## config.mk

```make
export PLATFORM = sky130hd
export DESIGN_NAME = spf_ctrl
export DESIGN_NICKNAME = d
export VERILOG_FILES = /design/src/design/spf_pkg.sv /design/src/design/spf_ctrl.sv /design/src/design/spf_prog_timer.sv
export SDC_FILE = /design/constraint.sdc
export NUM_CORES = 1
export LEC_CHECK = 0
export BUFFER_PORTS_ARGS = -buffer_cell sky130_fd_sc_hd__clkbuf_2
export CAP_MARGIN = 20
export CELL_PAD_IN_SITES_DETAIL_PLACEMENT = 1
export CELL_PAD_IN_SITES_GLOBAL_PLACEMENT = 1
export CORE_ASPECT_RATIO = 1.5
export CORE_MARGIN = 1
export CORE_UTILIZATION = 38
export DETAILED_ROUTE_END_ITERATION = 6
export PLACE_DENSITY = 0.87
export SYNTH_ARGS = -nofsm -noshare
export SYNTH_HDL_FRONTEND = slang
export SYNTH_SLANG_ARGS = --single-unit
export TNS_END_PERCENT = 30
```

## constraint.sdc

```tcl
create_clock -name CLOCK -period 4.3 [get_ports CLOCK]
set_input_delay 1.075 -clock CLOCK [delete_from_list [all_inputs] [get_ports CLOCK]]
set_output_delay 1.075 -clock CLOCK [all_outputs]
set_load 0.005 [all_outputs]
```

## src/design/spf_pkg.sv

```systemverilog
// shared constants and types for the self program flash control block
package spf_pkg;

    // ------------------------------------------------------------------
    // register placement
    // ------------------------------------------------------------------
    localparam logic [7:0] REG_MEM_ADDR = 8'h57;
    localparam logic [7:0] REG_IO_SHIFT = 8'h20;
    localparam logic [7:0] REG_IO_ADDR = REG_MEM_ADDR - REG_IO_SHIFT;
    localparam logic [7:0] REG_RESET = 8'h00;

    // ------------------------------------------------------------------
    // field positions of program_memory_store_control
    // ------------------------------------------------------------------
    localparam int BIT_STORE_EN = 0;
    localparam int BIT_PAGE_ERASE = 1;
    localparam int BIT_PAGE_WRITE = 2;
    localparam int BIT_LOCK_FUSE = 3;
    localparam int BIT_SECT_READ = 4;
    localparam int BIT_SIG_READ = 5;
    localparam int BIT_SECT_BUSY = 6;
    localparam int BIT_IRQ_EN = 7;

    // ------------------------------------------------------------------
    // legal values of the low five command bits
    // ------------------------------------------------------------------
    localparam logic [4:0] CMD_FILL = 5'h01;
    localparam logic [4:0] CMD_ERASE = 5'h03;
    localparam logic [4:0] CMD_WRITE = 5'h05;
    localparam logic [4:0] CMD_LOCK = 5'h09;
    localparam logic [4:0] CMD_SECT = 5'h11;

    // ------------------------------------------------------------------
    // arming windows, in clock cycles after the register write
    // ------------------------------------------------------------------
    localparam logic [2:0] STORE_WIN = 3'h4;
    localparam logic [2:0] LOAD_WIN = 3'h3;

    // ------------------------------------------------------------------
    // pointer codes for the lock and fuse read
    // ------------------------------------------------------------------
    localparam logic [1:0] SEL_FUSE_LOW = 2'h0;
    localparam logic [1:0] SEL_LOCK = 2'h1;
    localparam logic [1:0] SEL_FUSE_EXT = 2'h2;
    localparam logic [1:0] SEL_FUSE_HIGH = 2'h3;

    // ------------------------------------------------------------------
    // programming time
    // ------------------------------------------------------------------
    localparam int CLK_MHZ = 40;
    localparam int PROG_MIN_US = 3200;
    localparam int PROG_MAX_US = 3400;
    localparam int PROG_MIN_CYCLES = PROG_MIN_US * CLK_MHZ;
    localparam int PROG_MAX_CYCLES = PROG_MAX_US * CLK_MHZ;
    localparam int PROG_CYCLES_DEF = (PROG_MIN_CYCLES + PROG_MAX_CYCLES) / 2;
    localparam int TICK_US = 1;
    localparam int TICK_CYCLES = TICK_US * CLK_MHZ;

    // ------------------------------------------------------------------
    // sequencer states
    // ------------------------------------------------------------------
    typedef enum logic [2:0] {
        ST_IDLE = 3'b001,
        ST_ARMED = 3'b010,
        ST_BUSY = 3'b100
    } spf_state_t;

endpackage

```

## src/design/spf_ctrl.sv

```systemverilog
// self program flash control: command register, arming windows, sequencing
//
// Contract
// - register answers at memory and I/O address
// - ready interrupt requested while store enable clear
// - no ready interrupt during eeprom write or store
// - section busy bit reads zero always
// - signature command: load returns signature, store ignored
// - section read enable during fill clears buffer
// - lock command: load returns lock or fuse byte
// - page write command programs buffer into page
// - page write bit clears on completion or timeout
// - page erase command erases addressed page
// - page erase bit clears on completion or timeout
// - core stalled during erase and write
// - store enable permits store for four cycles
// - plain store puts word into page buffer
// - store enable clears on completion or timeout
// - illegal low five bit combinations ignored
// - boot code may program any page
// - pointer low bits select lock or fuse byte
// - programmed bits read as zero
// - erase and write last 3.2 to 3.4 ms
// - store from application starts nothing
`timescale 1ns/100ps
module spf_ctrl
    import spf_pkg::*;
#(
    parameter int PAGE_WORD_BITS = 6,
    parameter int PROG_CYCLES = spf_pkg::PROG_CYCLES_DEF
) (
    input wire logic CLOCK,
    input wire logic RST,
    input wire logic [7:0] BUS_ADDR,
    input wire logic BUS_IO,
    input wire logic BUS_WE,
    input wire logic BUS_RE,
    input wire logic [7:0] BUS_WDATA,
    output logic [7:0] BUS_RDATA,
    input wire logic SPM_EXEC,
    input wire logic LPM_EXEC,
    input wire logic [15:0] Z_PTR,
    input wire logic [15:0] DATA_WORD,
    input wire logic FROM_BOOT,
    input wire logic GLOBAL_IE,
    input wire logic EE_WRITE_BUSY,
    input wire logic [7:0] LOCK_BITS,
    input wire logic [7:0] FUSE_LOW,
    input wire logic [7:0] FUSE_HIGH,
    input wire logic [7:0] FUSE_EXT,
    input wire logic [7:0] SIG_BYTE,
    output logic LPM_VALID,
    output logic [7:0] LPM_DATA,
    output logic BUF_WE,
    output logic [PAGE_WORD_BITS-1:0] BUF_WADDR,
    output logic [15:0] BUF_WDATA,
    output logic BUF_CLEAR,
    output logic FLASH_ERASE,
    output logic FLASH_WRITE,
    output logic [14-PAGE_WORD_BITS:0] FLASH_PAGE,
    output logic CPU_HALT,
    output logic READY_IRQ
);
    import spf_pkg::*;

    localparam int PW = 15 - PAGE_WORD_BITS;

    // ------------------------------------------------------------------
    // state
    // ------------------------------------------------------------------
    spf_state_t state, next_state;
    logic irq_en, next_irq_en;
    logic [5:0] cmd, next_cmd;
    logic [2:0] win, next_win;
    logic filling, next_filling;
    logic timer_start, timer_done;
    logic next_lpm_valid, next_buf_we, next_buf_clear, next_halt, next_irq;
    logic [7:0] next_lpm_data, next_rdata, reg_value, lock_pick;
    logic [PAGE_WORD_BITS-1:0] next_buf_waddr;
    logic [15:0] next_buf_wdata;
    logic [PW-1:0] next_page;
    logic hit, wr, legal, sig_wr;
    logic [4:0] low5;

    // ------------------------------------------------------------------
    // register decode
    // ------------------------------------------------------------------
    assign hit = BUS_IO ? (BUS_ADDR == REG_IO_ADDR) : (BUS_ADDR == REG_MEM_ADDR);
    assign wr = BUS_WE && hit;
    assign low5 = BUS_WDATA[4:0];
    assign legal = (low5 == CMD_FILL) || (low5 == CMD_ERASE) || (low5 == CMD_WRITE)
                   || (low5 == CMD_LOCK) || (low5 == CMD_SECT);
    // signature read only rides with a plain store enable
    assign sig_wr = BUS_WDATA[BIT_SIG_READ] && (low5 == CMD_FILL);
    assign reg_value = {irq_en, 1'b0, cmd};

    // lock and fuse cells are passed raw: a programmed cell already reads zero
    always_comb begin
        lock_pick = FUSE_LOW;
        unique case (Z_PTR[1:0])
            SEL_LOCK: lock_pick = LOCK_BITS;
            SEL_FUSE_EXT: lock_pick = FUSE_EXT;
            SEL_FUSE_HIGH: lock_pick = FUSE_HIGH;
            SEL_FUSE_LOW: lock_pick = FUSE_LOW;
        endcase
    end

    // ------------------------------------------------------------------
    // sequencer next state
    // ------------------------------------------------------------------
    // command bits are taken only while idle; a second write during the
    // window or an operation cannot retarget a store already armed
    always_comb begin
        next_state = state;
        next_irq_en = irq_en;
        next_cmd = cmd;
        next_win = win;
        next_filling = filling;
        next_lpm_valid = 1'b0;
        next_lpm_data = LPM_DATA;
        next_buf_we = 1'b0;
        next_buf_waddr = BUF_WADDR;
        next_buf_wdata = BUF_WDATA;
        next_buf_clear = 1'b0;
        next_page = FLASH_PAGE;
        timer_start = 1'b0;
        if (wr) begin
            next_irq_en = BUS_WDATA[BIT_IRQ_EN];
        end
        unique case (state)
            ST_IDLE: begin
                if (wr && legal) begin
                    next_cmd = {sig_wr, low5};
                    next_state = ST_ARMED;
                    next_win = 3'h0;
                    if (low5 == CMD_SECT && filling) begin
                        next_buf_clear = 1'b1;
                        next_filling = 1'b0;
                    end
                end
            end
            ST_ARMED: begin
                next_win = win + 3'h1;
                if (SPM_EXEC) begin
                    next_cmd = 6'h00;
                    next_state = ST_IDLE;
                    if (!FROM_BOOT) begin
                        next_cmd = 6'h00;
                    end else if (cmd[4:0] == CMD_ERASE || cmd[4:0] == CMD_WRITE) begin
                        // whole flash reachable from boot code, no section limit
                        next_cmd = cmd;
                        next_state = ST_BUSY;
                        timer_start = 1'b1;
                        next_page = Z_PTR[15:PAGE_WORD_BITS+1];
                    end else if (cmd == {1'b0, CMD_FILL}) begin
                        next_buf_we = 1'b1;
                        next_buf_waddr = Z_PTR[PAGE_WORD_BITS:1];
                        next_buf_wdata = DATA_WORD;
                        next_filling = 1'b1;
                    end
                    // signature and lock modes: store has no effect
                end else if (LPM_EXEC && win < LOAD_WIN && (cmd[BIT_LOCK_FUSE] || cmd[BIT_SIG_READ])) begin
                    next_lpm_valid = 1'b1;
                    next_lpm_data = cmd[BIT_SIG_READ] ? SIG_BYTE : lock_pick;
                    next_cmd = 6'h00;
                    next_state = ST_IDLE;
                end else if (win == STORE_WIN - 3'h1) begin
                    next_cmd = 6'h00;
                    next_state = ST_IDLE;
                end
            end
            ST_BUSY: begin
                if (timer_done) begin
                    if (cmd[BIT_PAGE_WRITE]) begin
                        next_filling = 1'b0;
                    end
                    next_cmd = 6'h00;
                    next_state = ST_IDLE;
                end
            end
        endcase
    end

    // outputs are computed from next values so they line up with the state
    always_comb begin
        next_halt = (next_state == ST_BUSY);
        next_irq = next_irq_en && GLOBAL_IE && !next_cmd[BIT_STORE_EN]
                   && !EE_WRITE_BUSY && (next_state != ST_BUSY);
        next_rdata = (BUS_RE && hit) ? reg_value : 8'h00;
    end

    // ------------------------------------------------------------------
    // registers
    // ------------------------------------------------------------------
    always_ff @(posedge CLOCK or posedge RST) begin
        if (RST) begin
            state <= ST_IDLE;
            irq_en <= REG_RESET[BIT_IRQ_EN];
            cmd <= REG_RESET[5:0];
            win <= 3'h0;
            filling <= 1'b0;
            BUS_RDATA <= 8'h00;
            LPM_VALID <= 1'b0;
            LPM_DATA <= 8'h00;
            BUF_WE <= 1'b0;
            BUF_WADDR <= '0;
            BUF_WDATA <= 16'h0000;
            BUF_CLEAR <= 1'b0;
            FLASH_ERASE <= 1'b0;
            FLASH_WRITE <= 1'b0;
            FLASH_PAGE <= '0;
            CPU_HALT <= 1'b0;
            READY_IRQ <= 1'b0;
        end else begin
            state <= next_state;
            irq_en <= next_irq_en;
            cmd <= next_cmd;
            win <= next_win;
            filling <= next_filling;
            BUS_RDATA <= next_rdata;
            LPM_VALID <= next_lpm_valid;
            LPM_DATA <= next_lpm_data;
            BUF_WE <= next_buf_we;
            BUF_WADDR <= next_buf_waddr;
            BUF_WDATA <= next_buf_wdata;
            BUF_CLEAR <= next_buf_clear;
            FLASH_ERASE <= next_halt && next_cmd[BIT_PAGE_ERASE];
            FLASH_WRITE <= next_halt && next_cmd[BIT_PAGE_WRITE];
            FLASH_PAGE <= next_page;
            CPU_HALT <= next_halt;
            READY_IRQ <= next_irq;
        end
    end

    // ------------------------------------------------------------------
    // programming timer
    // ------------------------------------------------------------------
    // microsecond resolution keeps the counter small; the 1 us granularity
    // is well inside the allowed spread of the programming time
    spf_prog_timer #(
        .DIV(TICK_CYCLES),
        .TICKS(PROG_CYCLES / TICK_CYCLES)
    ) u_timer (
        .clk(CLOCK),
        .rst(RST),
        .start(timer_start),
        .done(timer_done)
    );

    // ------------------------------------------------------------------
    // checks
    // ------------------------------------------------------------------
    property p_io_alias;
        @(posedge CLOCK) disable iff (RST)
        (BUS_RE && BUS_IO && BUS_ADDR == REG_IO_ADDR) |=> BUS_RDATA == $past(reg_value);
    endproperty
    a_io_alias: assert property (p_io_alias) else $error("io alias read wrong");

    property p_irq_idle;
        @(posedge CLOCK) disable iff (RST)
        (irq_en && GLOBAL_IE && !EE_WRITE_BUSY && state == ST_IDLE && !wr) |=> READY_IRQ;
    endproperty
    a_irq_idle: assert property (p_irq_idle) else $error("ready irq missing");

    property p_irq_quiet;
        @(posedge CLOCK) disable iff (RST)
        (CPU_HALT || $past(EE_WRITE_BUSY)) |-> !READY_IRQ;
    endproperty
    a_irq_quiet: assert property (p_irq_quiet) else $error("ready irq while busy");

    property p_busy_bit;
        @(posedge CLOCK) disable iff (RST) !BUS_RDATA[BIT_SECT_BUSY];
    endproperty
    a_busy_bit: assert property (p_busy_bit) else $error("busy bit not zero");

    property p_illegal;
        @(posedge CLOCK) disable iff (RST)
        (wr && !legal && state == ST_IDLE) |=> (state == ST_IDLE && cmd == 6'h00);
    endproperty
    a_illegal: assert property (p_illegal) else $error("illegal command taken");

    property p_window;
        @(posedge CLOCK) disable iff (RST)
        (state == ST_IDLE ##1 state == ST_ARMED) |-> ##[1:4] state != ST_ARMED;
    endproperty
    a_window: assert property (p_window) else $error("arming window too long");

    property p_erase_halt;
        @(posedge CLOCK) disable iff (RST)
        (state == ST_ARMED && SPM_EXEC && FROM_BOOT && cmd[4:0] == CMD_ERASE)
        |=> (CPU_HALT && FLASH_ERASE && cmd[BIT_STORE_EN]) [*3];
    endproperty
    a_erase_halt: assert property (p_erase_halt) else $error("erase not stalling core");

    property p_app_store;
        @(posedge CLOCK) disable iff (RST)
        (state == ST_ARMED && SPM_EXEC && !FROM_BOOT) |=> (!CPU_HALT && !BUF_WE);
    endproperty
    a_app_store: assert property (p_app_store) else $error("application store acted");

    property p_fill;
        @(posedge CLOCK) disable iff (RST)
        (state == ST_ARMED && SPM_EXEC && FROM_BOOT && cmd == {1'b0, CMD_FILL})
        |=> (BUF_WE && BUF_WDATA == $past(DATA_WORD) && cmd == 6'h00);
    endproperty
    a_fill: assert property (p_fill) else $error("buffer fill wrong");

    property p_lock_read;
        @(posedge CLOCK) disable iff (RST)
        (state == ST_ARMED && !SPM_EXEC && LPM_EXEC && win < LOAD_WIN && cmd[4:0] == CMD_LOCK)
        |=> (LPM_VALID && LPM_DATA == $past(lock_pick));
    endproperty
    a_lock_read: assert property (p_lock_read) else $error("lock read wrong");

    property p_sect_clear;
        @(posedge CLOCK) disable iff (RST)
        (wr && state == ST_IDLE && low5 == CMD_SECT && filling) |=> BUF_CLEAR;
    endproperty
    a_sect_clear: assert property (p_sect_clear) else $error("buffer not cleared");
endmodule

```

## src/design/spf_prog_timer.sv

```systemverilog
// programming duration timer: microsecond divider and tick counter
`timescale 1ns/100ps
module spf_prog_timer #(
    parameter int DIV = 40,
    parameter int TICKS = 3300
) (
    input wire logic clk,
    input wire logic rst,
    input wire logic start,
    output logic done
);
    localparam int DW = $clog2(DIV + 1);
    localparam int TW = $clog2(TICKS + 1);
    localparam logic [DW-1:0] DIV_LOAD = DW'(DIV - 1);
    localparam logic [TW-1:0] TICK_LOAD = TW'(TICKS);
    localparam logic [TW-1:0] TICK_LAST = TW'(1);

    logic [DW-1:0] pre, next_pre;
    logic [TW-1:0] cnt, next_cnt;
    logic run, next_run, next_done;

    // divider gives a one-cycle tick, the counter ends the operation
    always_comb begin
        next_pre = pre;
        next_cnt = cnt;
        next_run = run;
        next_done = 1'b0;
        if (start) begin
            next_run = 1'b1;
            next_pre = DIV_LOAD;
            next_cnt = TICK_LOAD;
        end else if (run) begin
            if (pre == '0) begin
                next_pre = DIV_LOAD;
                if (cnt == TICK_LAST) begin
                    next_run = 1'b0;
                    next_done = 1'b1;
                end
                next_cnt = cnt - TICK_LAST;
            end else begin
                next_pre = pre - DW'(1);
            end
        end
    end

    // state registers
    always_ff @(posedge clk or posedge rst) begin
        if (rst) begin
            pre <= '0;
            cnt <= '0;
            run <= 1'b0;
            done <= 1'b0;
        end else begin
            pre <= next_pre;
            cnt <= next_cnt;
            run <= next_run;
            done <= next_done;
        end
    end

    property p_done_after_run;
        @(posedge clk) disable iff (rst) done |-> $past(run);
    endproperty
    a_done_after_run: assert property (p_done_after_run) else $error("done without run");
endmodule

```

* Word-level counts from Yosys, hierarchy flattened
Index checks and enable logic that the tools add are counted.
Word-level totals: flip-flop bits (word level) 88, input port bits 98, output and inout bits 54, word-level logic and storage cells 152
Operators by class: add/subtract/negate cells 3, order comparisons 1, equality and inequality tests 30, multiplexer cells 61, bitwise operators 2, reduce and logical (&&, ||, !) cells 33
Operators by type and width (number):
- $mux 6 | 10
- $mux 12 | 3
- $mux 1 | 33
- $pmux 8 s4 | 1
- $mux 3 | 8
- $pmux 6 s3 | 1
- $mux 8 | 2
- $ne 2x2->1 const B | 7
- $logic_and 1x1->1 | 13
- $eq 12x1->1 const B | 1
- $sub 12x1->12 const B | 1
- $eq 5x2->1 const B | 2
- $eq 5x3->1 const B | 2
- $pmux 3 s3 | 1
- $eq 8x6->1 const B | 1
- $eq 8x7->1 const B | 1
- $ne 4x4->1 const B | 2
- $reduce_and 4->1 | 2
- $reduce_and 8->1 | 1
- $eq 3x2->1 const B | 2
- $eq 3x3->1 const B | 2
- $eq 6x1->1 const B | 1
- $logic_not 6->1 | 1
- $logic_or 1x1->1 | 6
- other kinds (20) | 26

* Depth between registers and ports, before layout
word-level depth 12, depth in mapped cells 8, gate-level depth less buffers 7

* Modules after synthesis
Synthesis repeated with hierarchy kept, for this count alone.
Unflattened totals: cells, all modules 346, area, all modules 4151.5 um^2
By module, submodules not included:
- spf_ctrl | times used 1, cells each 237, area each 3116.7 um^2, sequential area each 1677.9 um^2
- spf_prog_timer | times used 1, cells each 109, area each 1034.7 um^2, sequential area each 500.5 um^2

* Worst setup path after synthesis
Ideal clock, no wire load.
kind input-to-reg, from input BUS_IO, to register READY_IRQ, setup time 119 ps, arrival time 2459 ps, required time 4181 ps, setup slack 1722 ps, stages on the path 5, path buffers 0, cell sequence or3b_4 -> a2111oi_4 -> nand2_2 -> mux2_4 -> nor3b_2
On the way: elaborated cells between the ends (all ways) 14, classes of those cells eq/ne: 1; mux: 6; reduce/logical: 7
RTL lines:
- start, declared | line spf_ctrl.sv:35 | input wire logic BUS_IO,
- $mux 1 | line spf_ctrl.sv:88 | assign hit = BUS_IO ? (BUS_ADDR == REG_IO_ADDR) : (BUS_ADDR == REG_MEM_ADDR);
- $logic_and 1x1->1 | line spf_ctrl.sv:89 | assign wr = BUS_WE && hit;
- $mux 1 | line spf_ctrl.sv:127 | if (wr) begin
- named net next_irq_en | line spf_ctrl.sv:72 | logic irq_en, next_irq_en;
- $logic_and 1x1->1 (2 in a row) | line spf_ctrl.sv:187 | next_irq = next_irq_en && GLOBAL_IE && !next_cmd[BIT_STORE_EN]
- $logic_and 1x1->1 (2 in a row) | line spf_ctrl.sv:188 | && !EE_WRITE_BUSY && (next_state != ST_BUSY);
- named net next_irq | line spf_ctrl.sv:77 | logic next_lpm_valid, next_buf_we, next_buf_clear, next_halt, next_irq;
- end signal, assigned | line spf_ctrl.sv:231 | READY_IRQ <= next_irq;
- end, declared | line spf_ctrl.sv:62 | output logic READY_IRQ
The timed path passes the listed nets, and every way through them passes these cells. The select of a mux whose other input is x is not followed. A chain may end at the register's enable or synchronous reset.

* Worst setup path in the final report
from input BUS_IO, to register cmd[2]
On the way: word-level cells in the longest chain between the ends 5
RTL lines:
- $mux 1 | line spf_ctrl.sv:88
- $logic_and 1x1->1 | line spf_ctrl.sv:89
- $logic_and 1x1->1 | line spf_ctrl.sv:132 | if (wr && legal) begin
- $mux 6 | line spf_ctrl.sv:132
- $pmux 6 s3 | line spf_ctrl.sv:130 | unique case (state)
- named net next_cmd[2] | line spf_ctrl.sv:73 | logic [5:0] cmd, next_cmd;
- end signal, assigned | line spf_ctrl.sv:199 | cmd <= REG_RESET[5:0];
- end signal, assigned | line spf_ctrl.sv:217 | cmd <= next_cmd;
- end, declared | line spf_ctrl.sv:73
The timed path passes the listed nets, and every way through them passes these cells. The select of a mux whose other input is x is not followed.

==> results.txt <==
Post-Syn Area -> 0.00414 mm^2
Minimum clock period -> 2.52 ns
Sinks on Clock Net -> 87
Fill count -> 1,254
Busiest grt layer -> met2
Drt pass-1 iters -> 4
CP arrival -> 2.76 ns
Most common cell in the synthesized netlist -> dfrtp_1
Initial antenna violation count -> 0
Drt wl/cell -> 17.2 um
Setup tns final -> 0 ns
Final design utilization -> 50.3%
Post-synth top area cell -> dfrtp_1
Cell Count, Final, Fillers Out -> 668
Final period util -> 58.7%
Ys flop type -> dfrtp_1
Iter 0 DRT Violations -> 112
Final wirelength -> 11.5 mm
PD cells -> 326 mW/mm^2
Drt drc -> 0
Leak pwr -> 2.73 nW
Met3 GRT Util -> 3.73%
RSZ-0062 raised after global routing -> no
Full die area -> 0.0113 mm^2
Share of cells above drive strength 1 -> 42.2%
ANT cells -> 0
CTS Buf Count -> 9
Worst EP required -> 4.53 ns
First-pass GRT wire length -> 18.5 mm
Hold Path Class -> reg -> reg
Clock slew at reported path FFs -> 0.06 ns
Comb power frac -> 6.7%
Post-synth EDFFs -> 0
Cts hold-fix bufs -> 0
Outcome -> completed
Area Overhead vs Synth -> 28.8%
Antenna-violating nets left -> 0
Syn avg cell area -> 11.2 um^2
Critical path's slowest cell -> or3b_4
Final setup fails -> 0
Fin. max-slew vios -> 0
CTS tree -> built
Via count -> 3,419
Syn_nets -> 474
Setup crit end kind -> flip-flop
Sw Share -> 22.8%
Sequential area share after synthesis -> 52.6%
Core region area -> 0.0106 mm^2
Flops & latches, synth -> 87
Die Ht -> 130 um
Post-CTS sizing -> 0
Netlist cell types -> 57
Pint -> 1.34 mW
Clk buf depth -> 2
Met2 global-route usage -> 40.3%
Synth cell count leaders -> dfrtp_1 (86), nand2_1 (61), nor2_1 (23)
Overall die width -> 87.2 um
Layout Nets -> 623
Cell Chain, Critical Path -> clkbuf_2, or3b_4, a211o_2, nor2b_1, o221ai_1, a22o_1
R2r setup slk -> 2.02 ns
Hold WS -> 0.471 ns
Critical path's largest stage delay -> 0.41 ns
Post-Synthesis Cells -> 370
Max Freq -> 0.396 GHz
Synth async-reset ratio -> 100%
Worst-Margin Slew -> 0.940 ns
Buffer count from post-CTS setup fixing -> 0
Post-synth top area share -> 52.0%
# H-tree levels -> 3
Synth top area cells -> dfrtp_1 (52%), mux2_2 (6.0%), nand2_1 (5.5%)
Met1 usage -> 22.5%
Worst-Skew Late Latency -> 0.35 ns
Number of global-route vias before repair -> 3,748
Pwr Total -> 1.74 mW
Clock Skew -> 0.00958 ns
Initial Utilization -> 39.1%
WS Path Type -> in -> reg
Row Count -> 46
Max VDD drop -> 250 uV
Max Cap Violations -> 0
GRT Residual Overflow -> 0
Final Hold Fails -> 0
Largest net degree at the start of global routing -> 54
Root buf cell -> clkbuf_16
Vias per cell -> 5.12
Clock power share -> 45.5%
Seq pwr share -> 47.8%
Switching pwr -> 0.395 mW
Num ports -> 152
Worst slew margin -> 37.4%
Synth warn -> 0
Crit start category -> input pin
Port Buffers -> 149
Gp weighted congestion -> 0.896
Overall Global Routing Usage -> 21.6%
Hpwl dp -> 8.77 mm
Placed cells -> 652
Critical path peak fanout -> 4
==> area by class of cell <==
type	count	area [um^2]	area share (%)
clock inverter	7	77.6	1.46
inverter	11	42.5	0.798
sequential	87	2180	40.9
tap	144	180	3.38
multi-input combinational	256	1840	34.6
clock buffer	9	225	4.23
timing repair buffer	154	783	14.7
==> layer usage <==
| metal | part of all wire, % | vias to the layer above |
|---|---|---|
| met2 | 56 | 75 |
| met3 | 3.0 | 32 |
| met4 | 3.6 | 0 |
| li1 | - | 1591 |
| met5 | 0 | - |
| met1 | 37 | 1721 |
==> flip-flops by register name (all words and copies together) (netlist names), 3 cells and up <==
| signal | count |
|---|---|
| state | 3 |
| cmd | 6 |
| BUF_WDATA | 16 |
| win | 3 |
| u_timer.cnt | 12 |
| BUS_RDATA | 7 |
| FLASH_PAGE | 9 |
| BUF_WADDR | 6 |
| u_timer.pre | 6 |
| LPM_DATA | 8 |
==> metrics by stage <==
| step | setup WS (ns) | instance area, um^2 |
|---|---|---|
| 3_3_place_gp | 1.52 | 5030 |
| 4_1_cts | 1.80 | 5330 |
| 6_report | 1.78 | 5330 |
| 3_5_place_dp | 1.43 | 5030 |
| 5_1_grt | 1.70 | 5330 |
| 2_1_floorplan | 0.976 | 4140 |
==> power groups by stage <==
stage	Clock, mW	Sequential, mW	Combinational [mW]
finish	0.790	0.830	0.115
global route	0.836	0.830	0.129
CTS	0.809	0.830	0.118
detailed placement	0	0.845	0.116
global placement	0	0.845	0.111
floorplan	0	0.844	0.0518
==> kinds of logic after synthesis <==
kind of cell | Yosys count | share of synthesized area, %
and+or+nand+nor | 148 | 18.7
other | 1 | 0.0906
DFF | 87 | 52.6
muxes | 40 | 12.9
AOI/OAI and AO/OA | 48 | 8.32
adders and majority gates | 7 | 2.06
xor gates and xnor gates | 12 | 2.54
buffers and inverters | 27 | 2.81
==> worst max-delay path: cells and delay by family <==
family	cells	cell delay [ns]
simple gates	2	0.72
buf+inv	1	0.10
compound gates	3	0.86
==> path summary, 6_finish.rpt <==
kind,from,to,depth (start not counted)
setup / recovery,BUS_IO,cmd[2],6
hold / removal,FLASH_PAGE[1],FLASH_PAGE[1],2
setup reg to reg,u_timer.pre[0],u_timer.run,7
hold reg to reg,FLASH_PAGE[1],FLASH_PAGE[1],2
max in group asynchronous,RST,FLASH_PAGE[5],3
min in group asynchronous,RST,BUF_WADDR[2],2
==> cells in the final DEF (no fill, tap or decap), types with 2 or more instances in the layout <==
cell	synthesis	final
nand3b_1	4	4
mux2i_1	9	9
o2111ai_1	3	3
mux2_2	22	22
o21ai_0	16	16
nor2_1	23	23
clkinv_2	0	2
and3_2	7	7
o22ai_1	2	2
xnor2_1	4	4
nor4b_2	2	2
ha_1	6	6
inv_1	11	10
clkbuf_2	0	149
mux4_2	8	8
and2_0	2	2
nor3b_2	3	3
nand2b_1	6	6
o21a_1	2	2
buf_4	1	5
a21oi_1	8	8
clkbuf_16	0	9
inv_6	0	3
dfrtp_1	86	86
nand4b_1	2	2
nand4_1	3	3
and2_1	3	3
nand3_1	5	5
nand2_1	61	61
nor2b_1	6	6
nor4_1	4	4
a22o_1	5	5
xor2_1	8	8
nor3_1	6	6
or3_1	3	3
a2bb2oi_1	2	2
Note: power is estimated with default switching activity, not from simulation.
